File: src/hw/brt_defs.svh
// constants for the boundary-run test engine
`ifndef BRT_DEFS_SVH
`define BRT_DEFS_SVH
`define BRT_OFF_CTRL      6'h00
`define BRT_OFF_STATUS    6'h01
`define BRT_OFF_BSR_LO    6'h02
`define BRT_OFF_BSR_HI    6'h03
`define BRT_OFF_SHD_LO    6'h04
`define BRT_OFF_SHD_HI    6'h05
`define BRT_CTRL_OP_MSB   2
`define BRT_CTRL_RUN_TEST_INSTRUCTION_BIT 3
`define BRT_CTRL_RST      4'h0
`define BRT_OE1_AB_BIT    11
`define BRT_OE1_BA_BIT    10
`define BRT_OE2_AB_BIT    9
`define BRT_OE2_BA_BIT    8
`define BRT_CTL_RST       12'hF00
`define BRT_IO_RST        36'h0_0000_0000
`define BRT_TAP36         36'h8_0100_0000
`define BRT_TAP18         18'h2_0400
`endif

File: src/hw/brt_pkg.sv
// types for the boundary-run test engine
package brt_pkg;
    typedef enum logic [2:0] {
        BRT_IDLE,
        BRT_TOGGLE,
        BRT_PAT36,
        BRT_SIG36,
        BRT_SIGPAT,
        BRT_SIGCNT
    } brt_mode_t;
    typedef struct packed {
        logic [17:0] b;
        logic [17:0] a;
    } brt_io_t;
endpackage

File: src/hw/brt_sync.sv
// two-flop synchroniser for pins from outside the ref_clk domain
module brt_sync #(
    parameter int WIDTH = 1
) (
    // clock and reset
    input  wire logic             ref_clk,
    input  wire logic             resetn,
    // levels
    input  wire logic [WIDTH-1:0] din,
    output      logic [WIDTH-1:0] dout
);
    logic [WIDTH-1:0] meta_q;
    always_ff @(posedge ref_clk or negedge resetn) begin
        if (!resetn) begin
            meta_q <= '0;
            dout   <= '0;
        end else begin
            meta_q <= din;
            dout   <= meta_q;
        end
    end
endmodule

File: src/hw/brt_engine.sv
// boundary-run test engine with classic wishbone register access
`include "brt_defs.svh"
module brt_engine
    import brt_pkg::*;
#(
    parameter logic [35:0] TAP36 = `BRT_TAP36,
    parameter logic [17:0] TAP18 = `BRT_TAP18
) (
    // clock and reset
    input  wire logic        ref_clk,
    input  wire logic        resetn,
    // wishbone slave
    input  wire logic        wb_cyc_i,
    input  wire logic        wb_stb_i,
    input  wire logic        wb_we_i,
    input  wire logic [7:0]  wb_adr_i,
    input  wire logic [3:0]  wb_sel_i,
    input  wire logic [31:0] wb_dat_i,
    output      logic [31:0] wb_dat_o,
    output      logic        wb_ack_o,
    // test access pins and tap state from the tap controller
    input  wire logic        tck,
    input  wire logic        tdi,
    input  wire logic        tap_run_idle,
    input  wire logic        tap_capture_dr,
    input  wire logic        tap_shift_dr,
    output      logic        tdo,
    output      logic        tdo_oe,
    // a-side and b-side io pins
    input  wire logic [17:0] a_in,
    output      logic [17:0] a_out,
    output      logic [17:0] a_oe,
    input  wire logic [17:0] b_in,
    output      logic [17:0] b_out,
    output      logic [17:0] b_oe
);
    // shift one step, new bit enters at the bottom
    function automatic logic [35:0] lfsr36(input logic [35:0] v);
        lfsr36 = {v[34:0], ^(v & TAP36)};
    endfunction

    function automatic logic [17:0] lfsr18(input logic [17:0] v);
        lfsr18 = {v[16:0], ^(v & TAP18)};
    endfunction

    function automatic brt_mode_t decode(input logic [2:0] op);
        case (op)
            3'h3:    decode = BRT_SIGPAT;
            3'h7:    decode = BRT_SIGCNT;
            default: begin
                case (op[1:0])
                    2'h0:    decode = BRT_TOGGLE;
                    2'h1:    decode = BRT_PAT36;
                    default: decode = BRT_SIG36;
                endcase
            end
        endcase
    endfunction

    // synchronised pins
    logic [40:0] sync_out;
    logic [17:0] a_s;
    logic [17:0] b_s;
    logic        tck_s;
    logic        tdi_s;
    logic        run_idle_s;
    logic        capture_s;
    logic        shift_s;

    brt_sync #(
        .WIDTH (41)
    ) u_sync (
        .ref_clk (ref_clk),
        .resetn  (resetn),
        .din     ({a_in, b_in, tck, tdi, tap_run_idle, tap_capture_dr,
                   tap_shift_dr}),
        .dout    (sync_out)
    );

    assign {a_s, b_s, tck_s, tdi_s, run_idle_s, capture_s, shift_s} =
        sync_out;

    // state
    logic        ack_q,      ack_d;
    logic [31:0] dat_q,      dat_d;
    logic [2:0]  op_q,       op_d;
    logic        run_test_instruction_q,     run_test_instruction_d;
    brt_io_t     sh_io_q,    sh_io_d;
    logic [11:0] sh_ctl_q,   sh_ctl_d;
    brt_io_t     sd_io_q,    sd_io_d;
    logic [11:0] sd_ctl_q,   sd_ctl_d;
    logic        byp_q,      byp_d;
    logic        tdo_q,      tdo_d;
    logic        tdo_oe_q,   tdo_oe_d;
    logic [17:0] a_oe_q,     a_oe_d;
    logic [17:0] b_oe_q,     b_oe_d;
    logic        tck_prev_q;

    // decoded conditions
    logic        tck_rise;
    logic        tck_fall;
    logic        dir_ok;
    logic        dir_ab;
    logic        running;
    brt_mode_t   mode;
    logic        wr;
    logic [5:0]  idx;

    assign tck_rise = tck_s & ~tck_prev_q;
    assign tck_fall = ~tck_s & tck_prev_q;
    // direction read from the output-enable shadows (active low)
    assign dir_ok = (sd_ctl_q[`BRT_OE1_AB_BIT] != sd_ctl_q[`BRT_OE1_BA_BIT])
        && (sd_ctl_q[`BRT_OE1_AB_BIT] == sd_ctl_q[`BRT_OE2_AB_BIT])
        && (sd_ctl_q[`BRT_OE1_BA_BIT] == sd_ctl_q[`BRT_OE2_BA_BIT]);
    assign dir_ab  = ~sd_ctl_q[`BRT_OE1_AB_BIT];
    assign running = run_test_instruction_q & run_idle_s & dir_ok;
    assign mode    = running ? decode(op_q) : BRT_IDLE;
    assign idx     = wb_adr_i[7:2];
    // write lands on the edge where the master sees ack
    assign wr      = wb_cyc_i & wb_stb_i & wb_we_i & ack_q;

    // register bus and control
    always_comb begin
        ack_d  = wb_cyc_i & wb_stb_i & ~ack_q;
        dat_d  = 32'h0000_0000;
        op_d   = op_q;
        run_test_instruction_d = run_test_instruction_q;
        case (idx)
            `BRT_OFF_CTRL:   dat_d = {28'h000_0000, run_test_instruction_q, op_q};
            `BRT_OFF_STATUS: dat_d = {28'h000_0000, run_idle_s, run_test_instruction_q,
                                      ~dir_ok, running};
            `BRT_OFF_BSR_LO: dat_d = sh_io_q[31:0];
            `BRT_OFF_BSR_HI: dat_d = {16'h0000, sh_ctl_q, sh_io_q[35:32]};
            `BRT_OFF_SHD_LO: dat_d = sd_io_q[31:0];
            `BRT_OFF_SHD_HI: dat_d = {16'h0000, sd_ctl_q, sd_io_q[35:32]};
            default:         dat_d = 32'h0000_0000;
        endcase
        if (wr && idx == `BRT_OFF_CTRL && wb_sel_i[0]) begin
            op_d   = wb_dat_i[`BRT_CTRL_OP_MSB:0];
            run_test_instruction_d = wb_dat_i[`BRT_CTRL_RUN_TEST_INSTRUCTION_BIT];
        end
    end

    // boundary cells, bypass path and pin enables
    logic [35:0] vec;
    logic [17:0] pin_in;
    logic [17:0] out_c;
    logic [17:0] in_c;
    logic [35:0] nxt;
    logic        upd_out;

    always_comb begin
        sh_io_d  = sh_io_q;
        sh_ctl_d = sh_ctl_q;
        sd_io_d  = sd_io_q;
        sd_ctl_d = sd_ctl_q;
        byp_d    = byp_q;
        tdo_d    = tdo_q;
        tdo_oe_d = tdo_oe_q;
        // cell order flips with direction: output cells on top
        vec      = dir_ab ? {sh_io_q.b, sh_io_q.a}
                          : {sh_io_q.a, sh_io_q.b};
        pin_in   = dir_ab ? a_s : b_s;
        out_c    = vec[35:18];
        in_c     = vec[17:0];
        nxt      = vec;
        upd_out  = 1'b1;
        case (mode)
            BRT_TOGGLE: nxt = {~out_c, pin_in};
            BRT_PAT36:  nxt = lfsr36(vec);
            BRT_SIG36: begin
                nxt     = lfsr36(vec) ^ {18'h0_0000, pin_in};
                upd_out = 1'b0;
            end
            BRT_SIGPAT: nxt = {lfsr18(out_c),
                               lfsr18(in_c) ^ pin_in};
            BRT_SIGCNT: nxt = {out_c + 18'h0_0001,
                               lfsr18(in_c) ^ pin_in};
            default:    nxt = vec;
        endcase
        // only stepped while running, so the result freezes on exit
        if (tck_rise && mode != BRT_IDLE) begin
            sh_io_d = dir_ab ? brt_io_t'({nxt[35:18], nxt[17:0]})
                             : brt_io_t'({nxt[17:0], nxt[35:18]});
        end
        // falling edge copies output-mode cells to their shadows in every running mode but BRT_SIG36
        if (tck_fall && mode != BRT_IDLE && upd_out) begin
            if (dir_ab) begin
                sd_io_d.b = sh_io_q.b;
            end else begin
                sd_io_d.a = sh_io_q.a;
            end
        end
        // software seed acts as scan plus update, refused while running
        if (wr && !running && idx == `BRT_OFF_BSR_LO) begin
            sh_io_d[31:0] = wb_dat_i;
            sd_io_d[31:0] = wb_dat_i;
        end
        if (wr && !running && idx == `BRT_OFF_BSR_HI) begin
            sh_io_d[35:32] = wb_dat_i[3:0];
            sd_io_d[35:32] = wb_dat_i[3:0];
            sh_ctl_d       = wb_dat_i[15:4];
            sd_ctl_d       = wb_dat_i[15:4];
        end
        // one-bit bypass path
        if (tck_rise && run_test_instruction_q) begin
            if (capture_s) begin
                byp_d = 1'b0;
            end else if (shift_s) begin
                byp_d = tdi_s;
            end
        end
        if (tck_fall) begin
            tdo_d    = byp_q;
            tdo_oe_d = run_test_instruction_q & shift_s;
        end
        // test mode drives only when direction is legal
        a_oe_d = '0;
        b_oe_d = '0;
        if (run_test_instruction_q && dir_ok) begin
            b_oe_d = {{9{~sd_ctl_q[`BRT_OE2_AB_BIT]}},
                      {9{~sd_ctl_q[`BRT_OE1_AB_BIT]}}};
            a_oe_d = {{9{~sd_ctl_q[`BRT_OE2_BA_BIT]}},
                      {9{~sd_ctl_q[`BRT_OE1_BA_BIT]}}};
        end
    end

    always_ff @(posedge ref_clk or negedge resetn) begin
        if (!resetn) begin
            ack_q      <= 1'b0;
            dat_q      <= 32'h0000_0000;
            op_q       <= 3'(`BRT_CTRL_RST);
            run_test_instruction_q     <= 1'b0;
            sh_io_q    <= `BRT_IO_RST;
            sh_ctl_q   <= `BRT_CTL_RST;
            sd_io_q    <= `BRT_IO_RST;
            sd_ctl_q   <= `BRT_CTL_RST;
            byp_q      <= 1'b0;
            tdo_q      <= 1'b0;
            tdo_oe_q   <= 1'b0;
            a_oe_q     <= 18'h0_0000;
            b_oe_q     <= 18'h0_0000;
            tck_prev_q <= 1'b0;
        end else begin
            ack_q      <= ack_d;
            dat_q      <= dat_d;
            op_q       <= op_d;
            run_test_instruction_q     <= run_test_instruction_d;
            sh_io_q    <= sh_io_d;
            sh_ctl_q   <= sh_ctl_d;
            sd_io_q    <= sd_io_d;
            sd_ctl_q   <= sd_ctl_d;
            byp_q      <= byp_d;
            tdo_q      <= tdo_d;
            tdo_oe_q   <= tdo_oe_d;
            a_oe_q     <= a_oe_d;
            b_oe_q     <= b_oe_d;
            tck_prev_q <= tck_s;
        end
    end

    assign wb_ack_o = ack_q;
    assign wb_dat_o = dat_q;
    assign tdo      = tdo_q;
    assign tdo_oe   = tdo_oe_q;
    assign a_out    = sd_io_q.a;
    assign b_out    = sd_io_q.b;
    assign a_oe     = a_oe_q;
    assign b_oe     = b_oe_q;
endmodule

File: config.mk
export PLATFORM = sky130hd
export DESIGN_NAME = brt_engine
export DESIGN_NICKNAME = d
export VERILOG_FILES = /design/src/hw/brt_pkg.sv /design/src/hw/brt_sync.sv /design/src/hw/brt_engine.sv
export VERILOG_INCLUDE_DIRS = /design/src /design/src/hw
export SDC_FILE = /design/constraint.sdc
export NUM_CORES = 1
export LEC_CHECK = 0
export BUFFER_PORTS_ARGS = -buffer_cell sky130_fd_sc_hd__buf_2
export CAP_MARGIN = 20
export CORE_MARGIN = 2
export CORE_UTILIZATION = 60
export DETAILED_ROUTE_END_ITERATION = 7
export PLACE_DENSITY = 0.89
export SETUP_SLACK_MARGIN = 0.02
export SYNTH_ARGS = -nofsm -noshare
export SYNTH_HDL_FRONTEND = slang
export SYNTH_SLANG_ARGS = --single-unit
File: constraint.sdc
create_clock -name ref_clk -period 4.9 [get_ports ref_clk]
set_input_delay 0.735 -clock ref_clk [delete_from_list [all_inputs] [get_ports ref_clk]]
set_output_delay 0.735 -clock ref_clk [all_outputs]
set_load 0.05 [all_outputs]
# After elaboration in Yosys (flattened, before gate mapping)
# Index checks and enable logic that the tools add are counted.
# totals
reg_bits,243
output_inout_bits,107
word_cells,108
# classes
add_sub_neg,1
eq_ne,18
muxes,21
n_bitwise,20
n_reduce_logical,29
# ops
op,n
$pmux W32 S6,1
$pmux W36 S5,1
$mux W36,4
$mux W18,5
$mux W32,2
$reduce_xor A18 Y1,2
$reduce_xor A36 Y1,1
$xor A36 B18 Y36,1
$add A18 B1 Y18 const B,1
$not A18 Y18,1
$xor A18 B18 Y18,1
$eq A6 B2 Y1 const B,2
$eq A6 B3 Y1 const B,2
$logic_and A1 B1 Y1,12
$reduce_bool A2 Y1,6
$and A1 B1 Y1,9
$eq A3 B2 Y1 const B,3
$eq A3 B3 Y1 const B,3
$mux W4,2
$not A1 Y1,8
$reduce_and A2 Y1,4
$eq A6 B1 Y1 const B,1
$logic_not A6 Y1,1
$pmux W3 S2,1
other kinds (11),15

# Longest topological paths before layout
# logic_depth
ltp_word,10
mapped_depth,11

# Modules after synthesis
# From an unflattened synthesis, not the netlist that was laid out.
# hier_totals
hier_cells,1032
hier_area_um2,10552.6
# modules_own_cells
module,n_inst,cells_per_inst,area_each_um2
brt_engine,1,950,8500.7
brt_sync,1,82,2052.0

# Least setup slack after synthesis
# Ideal clock, no wire load.
# synth_timing
path_type,register to register
from,reg sd_ctl_q[11]
to,reg sh_io_q[34] in the netlist's numbering
arrival_time_ns,2.373
required_time_ns,4.767
slack_ns,2.393
path_stages_with_launch,12
n_path_buf,3
period_less_slack_ns,2.507
path_cell_list,dfstp_2 > buf_6 > buf_6 > buf_6 > mux2_2 > ha_1 > inv_1 > a211oi_2 > and4b_1 > xor2_1 > a211oi_1 > o211ai_1
# synth_via
elab_chain_len,10
# synth_lines
element,line_no,text
from (decl),brt_engine.sv:91,"logic [11:0] sd_ctl_q, sd_ctl_d;"
from (signal assigned),brt_engine.sv:237,sd_ctl_q <= `BRT_CTL_RST;
from (signal assigned),brt_engine.sv:252,sd_ctl_q <= sd_ctl_d;
"parallel branches: the longest is 10 deep, another holds $add A18 B1 Y18",n/a,
to (signal assigned),brt_engine.sv:234,sh_io_q <= `BRT_IO_RST;
to (signal assigned),brt_engine.sv:249,sh_io_q <= sh_io_d;
to (decl),brt_engine.sv:88,"brt_io_t sh_io_q, sh_io_d;"
# Parallel ways; which one is timed is not known. The select of a mux whose other input is x is not followed.
# A chain may end at the register's enable or synchronous reset.

# Final worst setup path
# layout_timing
from,reg sd_ctl_q[11]
to,reg sh_io_q[30] in the netlist's numbering
# layout_via
elab_chain_len,10
# layout_lines
element
"parallel branches: the longest is 10 deep, another holds $add A18 B1 Y18"
# Parallel ways; which one is timed is not known. The select of a mux whose other input is x is not followed.

==> qor.yml <==
cts_resized: 0
drtAntennaViolNets: 0
async_reset_ff_frac: 1.00
slowest_stage: "dfstp_4"
routed_wirelength_um: 28800
hold_class: "input port to flop"
cp-end-kind: "flop"
rsz0062_at_grt: "false"
gp_routability_congestion: 1.00
core_um2: 17200
tightest_slew_ns: 1.15
port_buffers: 191
layout_commonest_cell: "dfrtp_1"
violations: "design-rule violations"
max_freq_mhz: 293
final_cell_mix: "dfrtp_1 (207), buf_2 (190), nand2_1 (146)"
synth_top_cell_by_area: "dfrtp_1"
insertion_delay_ns: 0.50
clk_pin_slew_ns: 0.06
power_density_nw_per_um2: 316
initial_core_util: 0.610
num_vias: 8830
yosysTopAreaCellShare: 0.494
route.met3.wl_um: 3250
die_area_um2: 18500
overflow: 0
nNetsFinal: 1229
grt_pass1_wl_um: 45000
fin_tns_setup_ns: 0
synth.net_count: 1114
cap_violations: 0
dp_hpwl_um: 19600
status: "finished, violations left"
hold_violations: 0
relSlewSlack: 0.227
cts_hold_buf: 0
drc: 4
dp_slack_ns: 1.50
synth_top_flop_cell: "dfrtp_1"
synth-seq-cells: 211
first_pass_iters: 8
layout-drive-gt1-share: 0.244
synth_area_per_cell_um2: 10.2
skew_ns: 0.0143
start_kind: "flop"
met2_wirelength_um: 13300
fp.dieW_um: 136
layout_setup_ws_ns: 1.49
fin_util: 0.697
netlist_area_um2: 10500
first_global_vias: 8235
stdcell_area_um2: 12000
crit_arrival_ns: 3.75
path_cells: "buf_4, mux2i_1, a211oi_2, nand3_1, xnor2_1, a211oi_1, a2111oi_2"
nFillCells: 1272
critical_path.max_fanout: 61
fin_crit_sh: 0.695
numClockSinks: 211
syn_to_final_growth_pct: 14.1
fp.dieH_um: 136
ios: 197
synthCells: 1023
cts_tree: "yes"
power_mw: 3.79
yosysSeqAreaShare: 0.504
synth_edf_count: 0
crit_type: "flop to flop"
htree_levels: 1
finalSetupViolCount: 0
grt_usage: 0.313
yosys_warnings: 0
slowest_delay_ns: 1.07
rows: 48
peakVddDrop_uv: 277
num_antenna_cells: 0
cts_setup_buffers: 0
placed_area_um2: 11200
cts.path.max_buffers: 3
slew_violations: 0
grt_start_max_net_pins: 115
highest_layer: "met4"
worstPathRequired_ns: 5.24
final.min_clock_period_ns: 3.41
drt-initial-drc-count: 1186
cts_buffers: 21
clock-root-buffer: "clkbuf_16"
power.leakage_nw: 5.59
wirelength_met1_um: 11100
wl_per_cell_um: 20.9
antenna_found_initial: 0
synth_area_leaders: "dfrtp_1 (49%), mux2i_1 (7.1%), nand2_1 (5.2%)"
via_per_inst: 6.41
ys_types: 72
## sequential cells by signal, indices dropped and copies added (netlist names)
| register | flops |
|---|---|
| byp_q | 1 |
| u_sync.meta_q | 41 |
| run_test_instruction_q | 1 |
| tdo | 1 |
| a_oe | 2 |
| wb_ack_o | 1 |
| b_oe | 2 |
| b_out | 18 |
| a_out | 18 |
| sh_io_q | 36 |
| u_sync.dout | 41 |
| tck_prev_q | 1 |
| tdo_oe | 1 |
| sd_ctl_q | 12 |
| wb_dat_o | 32 |
| op_q | 3 |
## cell type report
type | count | area (µm²) | area share
multi-input cells | 680 | 4520 | 0.378
repair buffers | 207 | 1100 | 0.0917
flip-flops and latches | 211 | 5290 | 0.442
inverters | 17 | 63.8 | 0.00533
clock inverters | 7 | 115 | 0.00962
well taps | 225 | 282 | 0.0235
clock buffers | 30 | 599 | 0.0501
## synthesized netlist by cell type (4+ instances only)
cell type,n
buf_4,36
a211oi_1,16
clkbuf_1,55
a21oi_1,40
mux2_2,13
nor3_1,10
nand3b_1,4
a21o_1,6
nor2_1,51
buf_2,11
nand4b_1,4
a22o_1,19
mux2i_1,74
xnor2_1,15
a221o_1,6
o2111ai_1,13
or3_1,4
nand2_1,146
xor2_1,11
buf_1,7
a222oi_1,15
o31ai_1,4
nor4_1,4
nor2b_1,5
nand4_1,8
nand3_1,31
a31oi_1,4
dfrtp_1,207
o221ai_1,8
inv_1,17
and3_1,4
o211ai_1,16
dfstp_2,4
buf_6,6
o21ai_0,82
mux4_2,6
## power breakdown
part	switching [mW]	total (mW)	leakage (nW)	internal, mW
registers	0.0484	1.85	2.40	1.80
logic	0.178	0.274	2.85	0.0954
clock network	0.653	1.66	0.344	1.01
## layer usage
layer	global-route usage	vias up
met5	0	-
met4	0.124	0
met1	0.435	4265
met3	0.0593	85
li1	-	3914
met2	0.489	566
## cell families (layout without fill, tap and decap cells)
kind of cell    count (synthesis)  count (layout)  synth area share
buf+inv                       132             261            0.0658
flops                         211             211             0.504
compound gates                269             269             0.179
fa+ha+maj                       1               1           0.00119
xor+xnor                       26              26            0.0217
simple gates                  291             291             0.131
mux                            93              93            0.0975
## critical path, delay by kind of cell, from the launching register on
kind / cells / cell delay (ns)
mux: 1 / 0.28
compound gates: 3 / 1.02
flops: 1 / 1.07
simple gates: 1 / 0.23
xor+xnor: 1 / 0.18
buf+inv: 1 / 0.41
## per-stage QoR
step                      hold slack [ns]  cells
final                               0.345   1377
after global routing                0.337   1377
after CTS                           0.335   1377
after detailed placement            0.335   1340
after global placement              0.333   1340
after floorplan                     0.331   1023
## final timing paths
kind | from | end | slack [ns] | cells past startpoint
min reg2reg | u_sync.meta_q[23]$_DFF_PN0_ | u_sync.dout[23]$_DFF_PN0_ | 0.35 | 0
max in group asynchronous | resetn | u_sync.dout[6]$_DFF_PN0_ | 3.55 | 2
max | sd_ctl_q[11]$_DFFE_PN1P_ | sh_io_q[30]$_DFFE_PN0P_ | 1.49 | 7
min | a_in[8] | u_sync.meta_q[31]$_DFF_PN0_ | 0.34 | 1
min in group asynchronous | resetn | b_out[13]$_DFFE_PN0P_ | 0.36 | 1
max reg2reg | sd_ctl_q[11]$_DFFE_PN1P_ | sh_io_q[30]$_DFFE_PN0P_ | 1.49 | 7
Note: power is estimated with default switching activity, not from simulation.
